===== src/include/ubp_map.svh =====
// Constants for the serial unit: register indices, field positions,
// reset values and framing counts.
// Assumes inclusion by bare name from the package and the design files.
`ifndef UBP_MAP_SVH
`define UBP_MAP_SVH

// Register word indices; byte address is four times the index
`define UBP_IDX_MODE      16'hff70
`define UBP_IDX_STATUS    16'hff71
`define UBP_IDX_BAUD      16'hff73
`define UBP_IDX_DATA      16'hff74

// Wishbone word address slice and unused upper bits
`define UBP_ADR_TOP       17
`define UBP_ADR_LO        2
`define UBP_ADR_HI_ZERO   14'h0000

// Reset values
`define UBP_MODE_RESET    8'h00
`define UBP_STATUS_RESET  3'h0
`define UBP_BAUD_RESET    4'h0

// Mode register fields
`define UBP_MODE_TXE      7
`define UBP_MODE_RXE      6
`define UBP_MODE_PAR_HI   5
`define UBP_MODE_PAR_LO   4
`define UBP_MODE_CL       3
`define UBP_MODE_SL       2
`define UBP_MODE_WMASK    8'hfc

// Status register fields
`define UBP_ST_PE         2
`define UBP_ST_FE         1
`define UBP_ST_OVE        0

// Baud control field and source codes
`define UBP_BAUD_HI       7
`define UBP_BAUD_LO       4
`define UBP_SEL_INT_MAX   4'h7
`define UBP_SEL_EXT       4'h8

// Parity mode codes
`define UBP_PAR_NONE      2'b00
`define UBP_PAR_ZERO      2'b01
`define UBP_PAR_ODD       2'b10
`define UBP_PAR_EVEN      2'b11

// Framing counts
`define UBP_CHAR_LONG     4'h8
`define UBP_CHAR_SHORT    4'h7
`define UBP_ONE_BIT       4'h1
`define UBP_TWO_BITS      4'h2
`define UBP_RX_SHIFT_W    4'ha
`define UBP_FRAME_IDLE    12'hfff
`define UBP_HALF_LAST     4'h7
`define UBP_BIT_LAST      4'hf

`endif


===== src/include/ubp_pkg.sv =====
// Types and framing functions shared by both ends of the serial link.
// Assumes the constant header is on the include path.
`include "ubp_map.svh"

package ubp_pkg;

    // Two-bit parity mode
    typedef logic [1:0] ubp_par_t;

    // Receiver sequence
    typedef enum logic [1:0] {UBP_RX_IDLE, UBP_RX_START, UBP_RX_BITS}
        ubp_rx_t;

    // Parity bit to send for masked data
    function automatic logic ubp_par_gen(input logic [7:0] d,
                                         input ubp_par_t   m);
        logic r;
        r = 1'b0;
        if (m == `UBP_PAR_EVEN) begin
            r = ^d;
        end else if (m == `UBP_PAR_ODD) begin
            r = ~^d;
        end
        return r;
    endfunction : ubp_par_gen

    // Parity error for received data plus parity bit
    function automatic logic ubp_par_err(input logic [7:0] d,
                                         input logic       p,
                                         input ubp_par_t   m);
        logic r;
        r = 1'b0;
        if (m == `UBP_PAR_EVEN) begin
            r = ^{d, p};
        end else if (m == `UBP_PAR_ODD) begin
            r = ~^{d, p};
        end
        return r;
    endfunction : ubp_par_err

    // Whole frame, LSB first, idle ones fill the stop bits
    function automatic logic [11:0] ubp_frame(input logic [7:0] d,
                                              input ubp_par_t   m,
                                              input logic       cl);
        logic [11:0] f;
        logic [7:0]  dm;
        dm = cl ? d : {1'b0, d[6:0]};
        f = `UBP_FRAME_IDLE;
        f[0] = 1'b0;
        if (cl) begin
            f[8:1] = dm;
        end else begin
            f[7:1] = dm[6:0];
        end
        if (m != `UBP_PAR_NONE) begin
            f[cl ? 9 : 8] = ubp_par_gen(dm, m);
        end
        return f;
    endfunction : ubp_frame

    // Transmitted bit count including start and stop bits
    function automatic logic [3:0] ubp_tx_len(input ubp_par_t m,
                                              input logic     cl,
                                              input logic     sl);
        return `UBP_ONE_BIT + (cl ? `UBP_CHAR_LONG : `UBP_CHAR_SHORT)
             + {3'h0, m != `UBP_PAR_NONE}
             + (sl ? `UBP_TWO_BITS : `UBP_ONE_BIT);
    endfunction : ubp_tx_len

    // Received bit count after the start bit: one stop bit only
    function automatic logic [3:0] ubp_rx_len(input ubp_par_t m,
                                              input logic     cl);
        return (cl ? `UBP_CHAR_LONG : `UBP_CHAR_SHORT)
             + {3'h0, m != `UBP_PAR_NONE} + `UBP_ONE_BIT;
    endfunction : ubp_rx_len

    // Decode collected bits into {parity err, framing err, data}
    function automatic logic [9:0] ubp_rx_decode(input logic [9:0] sh,
                                                 input ubp_par_t   m,
                                                 input logic       cl,
                                                 input logic [3:0] n);
        logic [9:0] al;
        logic [7:0] dm;
        logic       p;
        logic       stop;
        al = sh >> (`UBP_RX_SHIFT_W - n);
        dm = cl ? al[7:0] : {1'b0, al[6:0]};
        p = cl ? al[8] : al[7];
        stop = al[n - `UBP_ONE_BIT];
        return {ubp_par_err(dm, p, m), ~stop, dm};
    endfunction : ubp_rx_decode

endpackage : ubp_pkg


===== src/include/ubp_link_if.sv =====
// Serial link between the device end and the remote end.
// Assumes both ends run on the same clock; lines idle high.
`timescale 1ns/1ps
`default_nettype none

interface ubp_link_if;
    logic dev_to_rem;      // Device transmit line
    logic rem_to_dev;      // Device receive line
    logic ext_baud_clock;  // External baud clock pin, made by the remote

    modport dev (output dev_to_rem, input rem_to_dev, input ext_baud_clock);
    modport rem (input dev_to_rem, output rem_to_dev, output ext_baud_clock);
endinterface : ubp_link_if

`default_nettype wire


===== src/core/ubp_device.sv =====
// Serial unit device end: mode, status, baud and data registers on a
// classic Wishbone slave, baud generator, transmitter and receiver.
// Assumes link inputs synchronous to mclk_in except the baud clock pin.
//
// Overview of operation
// - Read-only status, reset zero, bits 7-3 zero
// - Bit 2 flags received parity mismatch
// - Bit 1 flags missing stop bit
// - Bit 0 flags reception before buffer read
// - Receiver checks one stop bit only
// - Unread buffer flags overrun on every reception
// - Baud control: select bits 7-4, rest zero
// - Codes 0-7 give clock over 2^(code+1)
// - Code 8 selects external pin; others prohibited
// - Software never rewrites baud control mid-transfer
// - Internal bit rate is clock/2^(n+1)/16
// - External bit rate is pin frequency/16
// - Software avoids n=1 at 5 MHz
// - Start, 7/8 data, optional parity, 1/2 stops
// - Seven-bit mode drops/zeroes data bit 7
// - Even parity sends ones-count odd as 1
// - Even parity: odd total means error
// - Odd parity sends ones-count odd as 0
// - Odd parity: even total means error
// - Parity modes: none, zero, odd, even
// - Length bits: 7/8 data, 1/2 stops
// - Buffer read or next frame clears flags
//
// Added by the designer: the Wishbone interface to the registers.
`timescale 1ns/1ps
`default_nettype none
`include "ubp_map.svh"

module ubp_device (
    // Clock and reset
    input  wire logic        mclk_in,
    input  wire logic        reset_n_in,
    // Wishbone slave
    input  wire logic        wb_cyc_in,
    input  wire logic        wb_stb_in,
    input  wire logic        wb_we_in,
    input  wire logic [31:0] wb_adr_in,
    input  wire logic [3:0]  wb_sel_in,
    input  wire logic [31:0] wb_dat_in,
    output logic      [31:0] wb_dat_out,
    output logic             wb_ack_out,
    // Serial link
    ubp_link_if.dev          link
);

    // Register state
    logic [7:0]       mode_q;      // Mode bits 7..2, low bits kept zero
    logic [3:0]       sel_q;       // Baud source select
    logic [2:0]       status_q;    // Parity, framing, overrun flags
    logic [7:0]       rxbuf_q;     // Receive buffer
    logic             rxfull_q;    // Buffer holds unread data
    logic             ack_q;       // Bus answer
    logic [31:0]      dat_q;       // Registered read data

    // Baud generator state
    logic [7:0]       div_q;       // Free running divider
    logic [2:0]       ext_q;       // Pin synchroniser and edge stage

    // Transmitter and receiver state
    logic [11:0]      tsh_q;       // Frame shift, bit 0 is the line
    logic [3:0]       tcnt_q;      // Bits left to send
    logic [3:0]       tph_q;       // Tick phase within a bit
    ubp_pkg::ubp_rx_t rst_q;       // Receiver sequence
    logic [3:0]       rph_q;       // Tick phase within a bit
    logic [3:0]       rcnt_q;      // Bits collected
    logic [9:0]       rsh_q;       // Collected bits

    // Mode fields
    wire              txe   = mode_q[`UBP_MODE_TXE];
    wire              rxe   = mode_q[`UBP_MODE_RXE];
    wire ubp_pkg::ubp_par_t par =
        mode_q[`UBP_MODE_PAR_HI:`UBP_MODE_PAR_LO];
    wire              cl    = mode_q[`UBP_MODE_CL];
    wire              sl    = mode_q[`UBP_MODE_SL];
    wire              tx_busy = tcnt_q != 4'h0;

    // Bus decode
    wire [15:0] idx      = wb_adr_in[`UBP_ADR_TOP:`UBP_ADR_LO];
    wire        hi_ok    = wb_adr_in[31:`UBP_ADR_TOP+1] == `UBP_ADR_HI_ZERO;
    wire        hit_mode = hi_ok && idx == `UBP_IDX_MODE;
    wire        hit_st   = hi_ok && idx == `UBP_IDX_STATUS;
    wire        hit_baud = hi_ok && idx == `UBP_IDX_BAUD;
    wire        hit_data = hi_ok && idx == `UBP_IDX_DATA;
    wire        req      = wb_cyc_in & wb_stb_in;
    // Writes and read side effects act at the edge where ack is seen
    wire        commit   = req & ack_q;
    wire        wr       = commit & wb_we_in & wb_sel_in[0];
    wire        rd_buf   = commit & ~wb_we_in & hit_data;

    // Read selection; unmapped words read zero
    wire [7:0] rd_mux =
        hit_mode ? {mode_q[7:2], 1'b0, tx_busy} :
        hit_st   ? {5'h00, status_q} :
        hit_baud ? {sel_q, 4'h0} :
        hit_data ? rxbuf_q : 8'h00;

    // Baud tick: internal divider or synchronised pin edge
    wire [7:0] int_mask = 8'((9'h002 << sel_q) - 9'h001);
    wire       int_tick = sel_q <= `UBP_SEL_INT_MAX &&
                          (div_q & int_mask) == int_mask;
    wire       ext_rise = ext_q[1] & ~ext_q[2];
    // Prohibited codes give no tick at all
    wire       tick = (sel_q == `UBP_SEL_EXT) ? ext_rise : int_tick;

    // Transmit load and frame
    wire        tx_load  = wr & hit_data & txe & ~tx_busy;
    wire [11:0] tx_frame =
        ubp_pkg::ubp_frame(wb_dat_in[7:0], par, cl);
    wire [3:0]  tx_len   = ubp_pkg::ubp_tx_len(par, cl, sl);

    // Receive completion and decode
    wire       rxd      = link.rem_to_dev;
    wire [3:0] rx_len   = ubp_pkg::ubp_rx_len(par, cl);
    wire [9:0] rsh_next = {rxd, rsh_q[9:1]};
    wire       rx_done  = rxe && rst_q == ubp_pkg::UBP_RX_BITS && tick &&
                          rph_q == `UBP_BIT_LAST &&
                          rcnt_q == rx_len - `UBP_ONE_BIT;
    wire [9:0] rx_dec   =
        ubp_pkg::ubp_rx_decode(rsh_next, par, cl, rx_len);

    assign wb_ack_out      = ack_q;
    assign wb_dat_out      = dat_q;
    assign link.dev_to_rem = tsh_q[0];

    // Bus answer one cycle after the request, dropped the cycle after
    always_ff @(posedge mclk_in or negedge reset_n_in) begin
        if (!reset_n_in) begin
            ack_q <= 1'b0;
            dat_q <= 32'h0000_0000;
        end else begin
            ack_q <= req & ~ack_q;
            if (req & ~ack_q) begin
                dat_q <= {24'h00_0000, rd_mux};
            end
        end
    end

    // Mode and baud control registers
    always_ff @(posedge mclk_in or negedge reset_n_in) begin
        if (!reset_n_in) begin
            mode_q <= `UBP_MODE_RESET;
            sel_q  <= `UBP_BAUD_RESET;
        end else begin
            if (wr & hit_mode) begin
                mode_q <= wb_dat_in[7:0] & `UBP_MODE_WMASK;
            end
            // Rewriting mid-transfer upsets the rate; software avoids it
            if (wr & hit_baud) begin
                sel_q <= wb_dat_in[`UBP_BAUD_HI:`UBP_BAUD_LO];
            end
        end
    end

    // Divider and pin synchroniser; only stage 1 reads stage 0
    always_ff @(posedge mclk_in or negedge reset_n_in) begin
        if (!reset_n_in) begin
            div_q <= 8'h00;
            ext_q <= 3'h0;
        end else begin
            div_q <= div_q + 8'h01;
            ext_q <= {ext_q[1:0], link.ext_baud_clock};
        end
    end

    // Transmitter: sixteen ticks per bit, ones shifted in behind
    always_ff @(posedge mclk_in or negedge reset_n_in) begin
        if (!reset_n_in) begin
            tsh_q  <= `UBP_FRAME_IDLE;
            tcnt_q <= 4'h0;
            tph_q  <= 4'h0;
        end else if (!txe) begin
            tsh_q  <= `UBP_FRAME_IDLE;
            tcnt_q <= 4'h0;
        end else if (tx_load) begin
            tsh_q  <= tx_frame;
            tcnt_q <= tx_len;
            tph_q  <= 4'h0;
        end else if (tx_busy && tick) begin
            tph_q <= tph_q + 4'h1;
            if (tph_q == `UBP_BIT_LAST) begin
                tsh_q  <= {1'b1, tsh_q[11:1]};
                tcnt_q <= tcnt_q - 4'h1;
            end
        end
    end

    // Receiver: confirm start at half a bit, then sample each bit centre
    always_ff @(posedge mclk_in or negedge reset_n_in) begin
        if (!reset_n_in) begin
            rst_q  <= ubp_pkg::UBP_RX_IDLE;
            rph_q  <= 4'h0;
            rcnt_q <= 4'h0;
            rsh_q  <= 10'h000;
        end else if (!rxe) begin
            // Disabling aborts at once; buffer and flags stay
            rst_q <= ubp_pkg::UBP_RX_IDLE;
        end else begin
            unique case (rst_q)
                ubp_pkg::UBP_RX_IDLE: begin
                    if (!rxd) begin
                        rst_q <= ubp_pkg::UBP_RX_START;
                        rph_q <= 4'h0;
                    end
                end
                ubp_pkg::UBP_RX_START: begin
                    if (tick) begin
                        rph_q <= rph_q + 4'h1;
                        if (rph_q == `UBP_HALF_LAST) begin
                            // A glitch shorter than half a bit is dropped
                            rst_q  <= rxd ? ubp_pkg::UBP_RX_IDLE
                                          : ubp_pkg::UBP_RX_BITS;
                            rph_q  <= 4'h0;
                            rcnt_q <= 4'h0;
                        end
                    end
                end
                ubp_pkg::UBP_RX_BITS: begin
                    if (tick) begin
                        rph_q <= rph_q + 4'h1;
                        if (rph_q == `UBP_BIT_LAST) begin
                            rsh_q  <= rsh_next;
                            rcnt_q <= rcnt_q + 4'h1;
                            if (rx_done) begin
                                rst_q <= ubp_pkg::UBP_RX_IDLE;
                            end
                        end
                    end
                end
            endcase
        end
    end

    // Buffer and flags; a frame landing with a read wins over the clear
    always_ff @(posedge mclk_in or negedge reset_n_in) begin
        if (!reset_n_in) begin
            status_q <= `UBP_STATUS_RESET;
            rxbuf_q  <= 8'h00;
            rxfull_q <= 1'b0;
        end else if (rx_done) begin
            rxbuf_q  <= rx_dec[7:0];
            status_q[`UBP_ST_PE]  <= rx_dec[9];
            status_q[`UBP_ST_FE]  <= rx_dec[8];
            status_q[`UBP_ST_OVE] <= rxfull_q & ~rd_buf;
            rxfull_q <= 1'b1;
        end else if (rd_buf) begin
            status_q <= `UBP_STATUS_RESET;
            rxfull_q <= 1'b0;
        end
    end

endmodule : ubp_device

`default_nettype wire


===== src/flat_wrapper.sv =====
// flat-port wrapper written by rule: the top's interface ports become plain ports
module ubp_device_flat 
  (mclk_in, reset_n_in, wb_cyc_in, wb_stb_in, wb_we_in, wb_adr_in, wb_sel_in, wb_dat_in, wb_dat_out, wb_ack_out, link_dev_to_rem, link_rem_to_dev, link_ext_baud_clock);
  ubp_link_if link_i ();
  input  wire logic mclk_in;
  input  wire logic reset_n_in;
  input  wire logic wb_cyc_in;
  input  wire logic wb_stb_in;
  input  wire logic wb_we_in;
  input  wire logic [31:0] wb_adr_in;
  input  wire logic [3:0] wb_sel_in;
  input  wire logic [31:0] wb_dat_in;
  output logic      [31:0] wb_dat_out;
  output logic wb_ack_out;
  output wire logic [$bits(link_i.dev_to_rem)-1:0] link_dev_to_rem;
  input wire logic [$bits(link_i.rem_to_dev)-1:0] link_rem_to_dev;
  input wire logic [$bits(link_i.ext_baud_clock)-1:0] link_ext_baud_clock;
  assign link_dev_to_rem = link_i.dev_to_rem;
  assign link_i.rem_to_dev = link_rem_to_dev;
  assign link_i.ext_baud_clock = link_ext_baud_clock;
  ubp_device u_core (.mclk_in(mclk_in), .reset_n_in(reset_n_in), .wb_cyc_in(wb_cyc_in), .wb_stb_in(wb_stb_in), .wb_we_in(wb_we_in), .wb_adr_in(wb_adr_in), .wb_sel_in(wb_sel_in), .wb_dat_in(wb_dat_in), .wb_dat_out(wb_dat_out), .wb_ack_out(wb_ack_out), .link(link_i));
endmodule

===== config.mk =====
export PLATFORM = sky130hd
export DESIGN_NAME = ubp_device_flat
export DESIGN_NICKNAME = d
export VERILOG_FILES = /design/src/include/ubp_pkg.sv /design/src/include/ubp_link_if.sv /design/src/core/ubp_device.sv /design/src/flat_wrapper.sv
export VERILOG_INCLUDE_DIRS = /design/src /design/src/include
export SDC_FILE = /design/constraint.sdc
export NUM_CORES = 1
export LEC_CHECK = 0
export BUFFER_PORTS_ARGS = -buffer_cell sky130_fd_sc_hd__buf_2
export CAP_MARGIN = 5
export CORE_MARGIN = 2
export CORE_UTILIZATION = 50
export CTS_BUF_LIST = sky130_fd_sc_hd__clkbuf_2 sky130_fd_sc_hd__clkbuf_4 sky130_fd_sc_hd__clkbuf_8
export CTS_CLUSTER_DIAMETER = 40
export DETAILED_ROUTE_END_ITERATION = 8
export PLACE_DENSITY = 0.79
export SLEW_MARGIN = 10
export SYNTH_ARGS = -nofsm -noshare
export SYNTH_HDL_FRONTEND = slang
export SYNTH_SLANG_ARGS = --single-unit
export TNS_END_PERCENT = 1

===== constraint.sdc =====
create_clock -name mclk_in -period 2.8 [get_ports mclk_in]
set_input_delay 0.28 -clock mclk_in [delete_from_list [all_inputs] [get_ports mclk_in]]
set_output_delay 0.28 -clock mclk_in [all_outputs]
set_load 0.03 [all_outputs]

==> Word-level counts from Yosys, hierarchy flattened <==
Cells that the tools add are included.
W data, S select, Z words.
{ "classes": {"n_shift": 2, "magnitude_cmp": 4, "bitwise": 21, "muxes": 56, "eq_ne": 27, "reduce_logical": 28, "addsub": 13} }
{ "op_table": {"columns": ["op", "count"], "rows": [
  ["$eq A16 B16 Y1 const B", 4],
  ["$mux W12", 5],
  ["$mux W4", 15],
  ["$mux W8", 6],
  ["$ge A32 B1 Y1 const B", 1],
  ["$lt A32 B6 Y1 const B", 1],
  ["$ne A3 B3 Y1 const B", 8],
  ["$mux W2", 9],
  ["$add A4 B1 Y4 const B", 4],
  ["$and A1 B1 Y1", 14],
  ["$logic_not A14 Y1", 1],
  ["$mux W1", 13],
  ["$bwmux W12", 1],
  ["$eq A4 B4 Y1 const B", 3],
  ["$pmux W4 S3", 1],
  ["$reduce_and A6 Y1", 2],
  ["$logic_and A1 B1 Y1", 11],
  ["$shr A10 B4 Y10", 1],
  ["$reduce_xnor A9 Y1", 1],
  ["$reduce_xor A9 Y1", 1],
  ["$add A4 B1 Y4", 2],
  ["$add A8 B1 Y8 const B", 1],
  ["$and A8 B8 Y8", 1],
  ["$eq A8 B8 Y1", 1],
  ["27 further kinds", 44]
]} }
{ "word_totals": {"word_cells": 167, "input_bits": 75, "register_bits": 82, "out_inout_bits": 34} }

==> Logic depth before layout (Yosys ltp) <==
{ "depth": {"word_depth": 14, "mapped_depth": 13} }

==> Worst setup path before layout <==
Ideal clock, no wire load.
{ "synth_timing": {"path_kind": "flip-flop to flip-flop", "startpoint": "reg u_core.mode_q[3]", "endpoint": "reg u_core.status_q[2]", "period_less_slack_ps": 2934, "t_arrival_ps": 2810, "path_slack_ps": -134, "path_stages_with_launch": 14, "path_cell_list": "dfrtp_1 -> clkbuf_1 -> inv_1 -> ha_1 -> buf_4 -> nand2_1 -> clkbuf_1 -> a2111oi_0 -> a31oi_1 -> xnor2_1 -> xnor2_1 -> xnor3_1 -> nand2_1 -> o21ai_1"} }
{ "synth_between": {"elab_chain_len": 10} }
{ "synth_lines": {"columns": ["item", "line", "rtl"], "rows": [
  ["start, declared", "ubp_device.sv:52", "logic [7:0] mode_q;"],
  ["start signal, assigned", "ubp_device.sv:146", "mode_q <= `UBP_MODE_RESET;"],
  ["start signal, assigned", "ubp_device.sv:150", "mode_q <= wb_dat_in[7:0] & `UBP_MODE_WMASK;"],
  ["$mux W4 (no line)", null, null],
  ["$add A4 B1 Y4", "ubp_pkg.sv:73", "return (cl ? `UBP_CHAR_LONG : `UBP_CHAR_SHORT)"],
  ["$add A4 B1 Y4 (no line)", null, null],
  ["$sub A4 B4 Y4 (no line)", null, null],
  ["$shr A10 B4 Y10", "ubp_pkg.sv:86", "al = sh >> (`UBP_RX_SHIFT_W - n);"],
  ["$mux W1 or $mux W8 (tied branches)", "ubp_pkg.sv:88, ubp_pkg.sv:87", null],
  ["$reduce_xnor A9 Y1", "ubp_pkg.sv:36", "r = ~^{d, p};"],
  ["$mux W1", "ubp_pkg.sv:35", "end else if (m == `UBP_PAR_ODD) begin"],
  ["$mux W1", "ubp_pkg.sv:33", "if (m == `UBP_PAR_EVEN) begin"],
  ["$mux W3", "ubp_device.sv:244", "end else if (rx_done) begin"],
  ["end signal, assigned by index", "ubp_device.sv:246", "status_q[`UBP_ST_PE] <= rx_dec[9];"],
  ["end signal, assigned by index", "ubp_device.sv:247", "status_q[`UBP_ST_FE] <= rx_dec[8];"],
  ["end signal, assigned by index", "ubp_device.sv:248", "status_q[`UBP_ST_OVE] <= rxfull_q & ~rd_buf;"],
  ["end, declared", "ubp_device.sv:54", "logic [2:0] status_q;"]
]} }
Several ways; a longest one is shown, not always the timed one.
A chain may end at the register's enable or synchronous reset.

==> Worst setup path after layout <==
{ "layout_timing": {"startpoint": "reg u_core.sel_q[2]", "endpoint": "reg u_core.rcnt_q[2]"} }
{ "layout_between": {"elab_chain_len": 8} }
{ "layout_lines": {"columns": ["item", "line", "rtl"], "rows": [
  ["start, declared", "ubp_device.sv:53", "logic [3:0] sel_q;"],
  ["start signal, assigned", "ubp_device.sv:147", "sel_q <= `UBP_BAUD_RESET;"],
  ["start signal, assigned", "ubp_device.sv:154", "sel_q <= wb_dat_in[`UBP_BAUD_HI:`UBP_BAUD_LO];"],
  ["$shl A2 B4 Y8", "ubp_device.sv:103", "wire [7:0] int_mask = 8'((9'h002 << sel_q) - 9'h001);"],
  ["$sub A8 B1 Y8", "ubp_device.sv:103", null],
  ["$and A8 B8 Y8", "ubp_device.sv:105", "(div_q & int_mask) == int_mask;"],
  ["$eq A8 B8 Y1", "ubp_device.sv:105", null],
  ["$logic_and A1 B1 Y1", "ubp_device.sv:104", "wire int_tick = sel_q <= `UBP_SEL_INT_MAX &&"],
  ["$mux W1 *", "ubp_device.sv:108", "wire tick = (sel_q == `UBP_SEL_EXT) ? ext_rise : int_tick;"],
  ["$ne A2 B1 Y1 (no line)", null, null],
  ["$reduce_and A6 Y1 (no line) *", null, null],
  ["end signal, assigned", "ubp_device.sv:227", "rcnt_q <= rcnt_q + 4'h1;"],
  ["end, declared", "ubp_device.sv:70", "logic [3:0] rcnt_q;"]
]} }
Mark *: on every way between the ends. The rest lies on a longest branch, timed or not.

==> reports/metrics.yaml <==
clocking:
  cts.reportedPaths.clkPinSlew_ns: 0.09
  cts_hold_buffers: 0
  clock-sinks: 79
  htree_levels: 3
  numCtsBuffers: 9
  clockBufferDepth: 2
  cts_tree: "yes"
  cts_root_buf: "clkbuf_8"
  clk_latency_ns: 0.37
layout:
  antennaDiodeCount: 0
  layout-drive-gt1-share_pct: 29.9
  stdcell_count: 738
  area_delta_synth_final_pct: 19.2
  post-route-util_pct: 60.8
  fin_nets: 696
  fill_cells: 810
placed_design:
  io_buffers: 55
  gp_congestion: 0.927
  dp.cells: 718
  place_ws_ns: -0.207
  dp_hpwl_mm: 8.52
timing:
  setup_ws_ns: -0.0836
  hold_viol: 0
  tightest_slew_ns: 0.993
  grt_setup_unrepaired: "yes"
  relSlewSlack_pct: 33.8
  fmax_ghz: 0.347
  period_share_pct: 103
  drv_slew: 0
  period_needed_ns: 2.88
  tns_ns: -0.475
  setup_violations: 11
  clock_skew_ns: 0.0170
floorplan:
  die-height_um: 103
  io_pins: 109
  die_w_um: 103
  row_count: 36
  die-area_sq_mm: 0.0107
  core_area_sq_mm: 0.00968
  initial_core_util_pct: 51.0
logic_synthesis:
  synth.top_cell.area_share_pct: 34.9
  ys_seq_elements: 79
  synth_edf_count: 0
  avgSynthCellArea_sq_um: 9.69
  synthFlopType: "dfrtp_1"
  synthTopCellsByArea: "dfrtp_1 (35%), mux2_2 (5.7%), dfstp_2 (5.3%)"
  netlist-cell-type-count: 67
  synth_most_common_cell: "dfrtp_1"
  synthTopCellsByCount: "dfrtp_1 (69), nand2_1 (54), o21ai_0 (35)"
  synthArstFlopShare_pct: 100
  yosysSeqAreaShare_pct: 40.2
  syn_inst: 510
  synth.largest_area_cell: "dfrtp_1"
  yosys_warnings: 0
  syn_area_sq_mm: 0.00494
setup_path:
  worstPathRequired_ns: 3.04
  critPathLaunchType: "register"
  crit_type: "reg -> reg"
  worstPathMaxFanout: 7
  critical_path.endpoint_type: "register"
  cp.arrival_ns: 3.13
grt:
  grt_usage_pct: 23.4
  antenna_found_initial: 0
  grt-ovfl-total: 0
  grt_pass1_wl_mm: 19.4
  grt_pass1_vias: 4148
  grt_max_degree: 80
power:
  power_uw: 2260
  powerDensity_mw_per_mm2: 384
  vdd_drop_max_v: 0.000248
  leakage_uw: 0.00276
routing:
  drt_pre_antenna_iters: 6
  num_vias: 4044
  drt-total-wl_mm: 11.7
  route.detailed.drc: 0
  ant_nets: 0
  via_per_inst: 5.48
  wl_per_cell_um: 15.8
  drtIter0Drc: 157
run:
  cap_violations: 0
status:
  status: "complete, but fails checks"
  failed_checks: "setup timing"
min_path:
  hp-class: "in -> reg"
## routing by layer
| metal | wire length (um) | vias to the layer above | track usage, % |
|---|---|---|---|
| met5 | 0 | - | 0 |
| met2 | 6110 | 92 | 41.5 |
| met4 | 259 | 0 | 9.21 |
| met1 | 4860 | 1982 | 27.9 |
| met3 | 415 | 26 | 4.37 |
| li1 | - | 1944 | - |
## cell type report
type | instances | area (sq um) | area share, %
repair buffers | 100 | 616 | 10.5
multi-input cells | 385 | 2800 | 47.6
well taps | 133 | 166 | 2.82
clock buffers | 10 | 131 | 2.23
flip-flops and latches | 79 | 1990 | 33.8
clock inverters | 6 | 90.1 | 1.53
inverters | 25 | 93.8 | 1.59
## what timing repair did
action / CTS / global route
resized for setup: 12 / 14
setup endpoints to repair: 26 / 31
buffers inserted: 3 / 1
pin swaps: 11 / 5
## worst max-delay path: stages, from the launching register on
cell and delay [ns]:
dfrtp_1 0.39, nor2_2 0.15, nand3b_1 0.10, ha_2 0.33
nor2_1 0.04, or3_1 0.32, a211oi_2 0.22, o2111ai_4 0.24
a2111oi_4 0.37, buf_4 0.18, o311ai_4 0.15, mux2i_1 0.18
o21ai_0 0.10
## sequential cells by signal, indices dropped and copies added, names as in the netlist, 6 cells and up
register           count
u_core.wb_dat_out      8
u_core.rsh_q           9
u_core.rxbuf_q         8
u_core.mode_q          6
u_core.div_q           8
u_core.tsh_q          10
## report_power, final
group / internal, uW / leakage [uW] / switching (uW)
Sequential: 1140 / 0.000979 / 1.82
Combinational: 43.1 / 0.00167 / 107
Clock: 518 / 0.000115 / 449
## kinds of logic after synthesis
logic type               synth area share (%)
buffers and inverters                    7.52
AO/OA/AOI/OAI                            13.4
AND/OR/NAND/NOR                          16.4
multiplexers                             11.2
XOR/XNOR                                 5.77
other                                  0.0759
adder cells (fa/ha/maj)                  5.47
flip-flops                               40.2
## cells in the final DEF (no fill, tap or decap), types with 2 or more instances in the layout
cell type,synthesis,routed
inv_1,24,24
or3_1,7,7
a211oi_2,1,2
nor3_1,12,12
and4b_1,2,2
o31ai_1,6,5
bufinv_16,0,2
ha_2,0,2
o21a_1,3,3
dfstp_2,10,10
a2111oi_4,0,2
o21ai_1,2,4
a21oi_1,28,26
xor2_1,9,9
nor2b_1,5,5
nand2_1,54,53
xnor2_1,21,21
dfrtp_1,69,69
nor2_1,20,19
mux2_2,25,25
inv_4,0,2
o21ai_0,35,32
mux2i_1,25,24
buf_4,26,46
conb_1,1,24
or2_2,2,2
a211oi_1,4,3
nand2b_1,9,9
clkbuf_8,0,9
nand3_1,17,17
nand3b_1,2,2
nand4_1,6,6
ha_1,20,18
buf_2,6,54
nor4_1,3,2
and3_1,6,6
## worst paths after layout
kind / cells past startpoint / to / start / slack [ns]
min reg2reg: 0 / u_core.ext_q[1] / u_core.ext_q[0] / 0.36
max in group asynchronous: 1 / u_core.rxbuf_q[4] / reset_n_in / 2.09
max reg2reg: 12 / u_core.rcnt_q[2] / u_core.sel_q[2] / -0.08
min in group asynchronous: 1 / u_core.rcnt_q[1] / reset_n_in / 0.07
max: 12 / u_core.rcnt_q[2] / u_core.sel_q[2] / -0.08
min: 1 / u_core.ext_q[0] / link_ext_baud_clock / 0.03
## per-stage QoR
| step | hold WS, ns | area (sq um) |
|---|---|---|
| 6_report | 0.0258 | 5890 |
| 5_1_grt | 0.00710 | 5890 |
| 4_1_cts | 0.0174 | 5820 |
| 3_5_place_dp | 0.348 | 5500 |
| 3_3_place_gp | 0.337 | 5500 |
| 2_1_floorplan | -0.0156 | 5030 |
(Power assumes the default switching activity.)
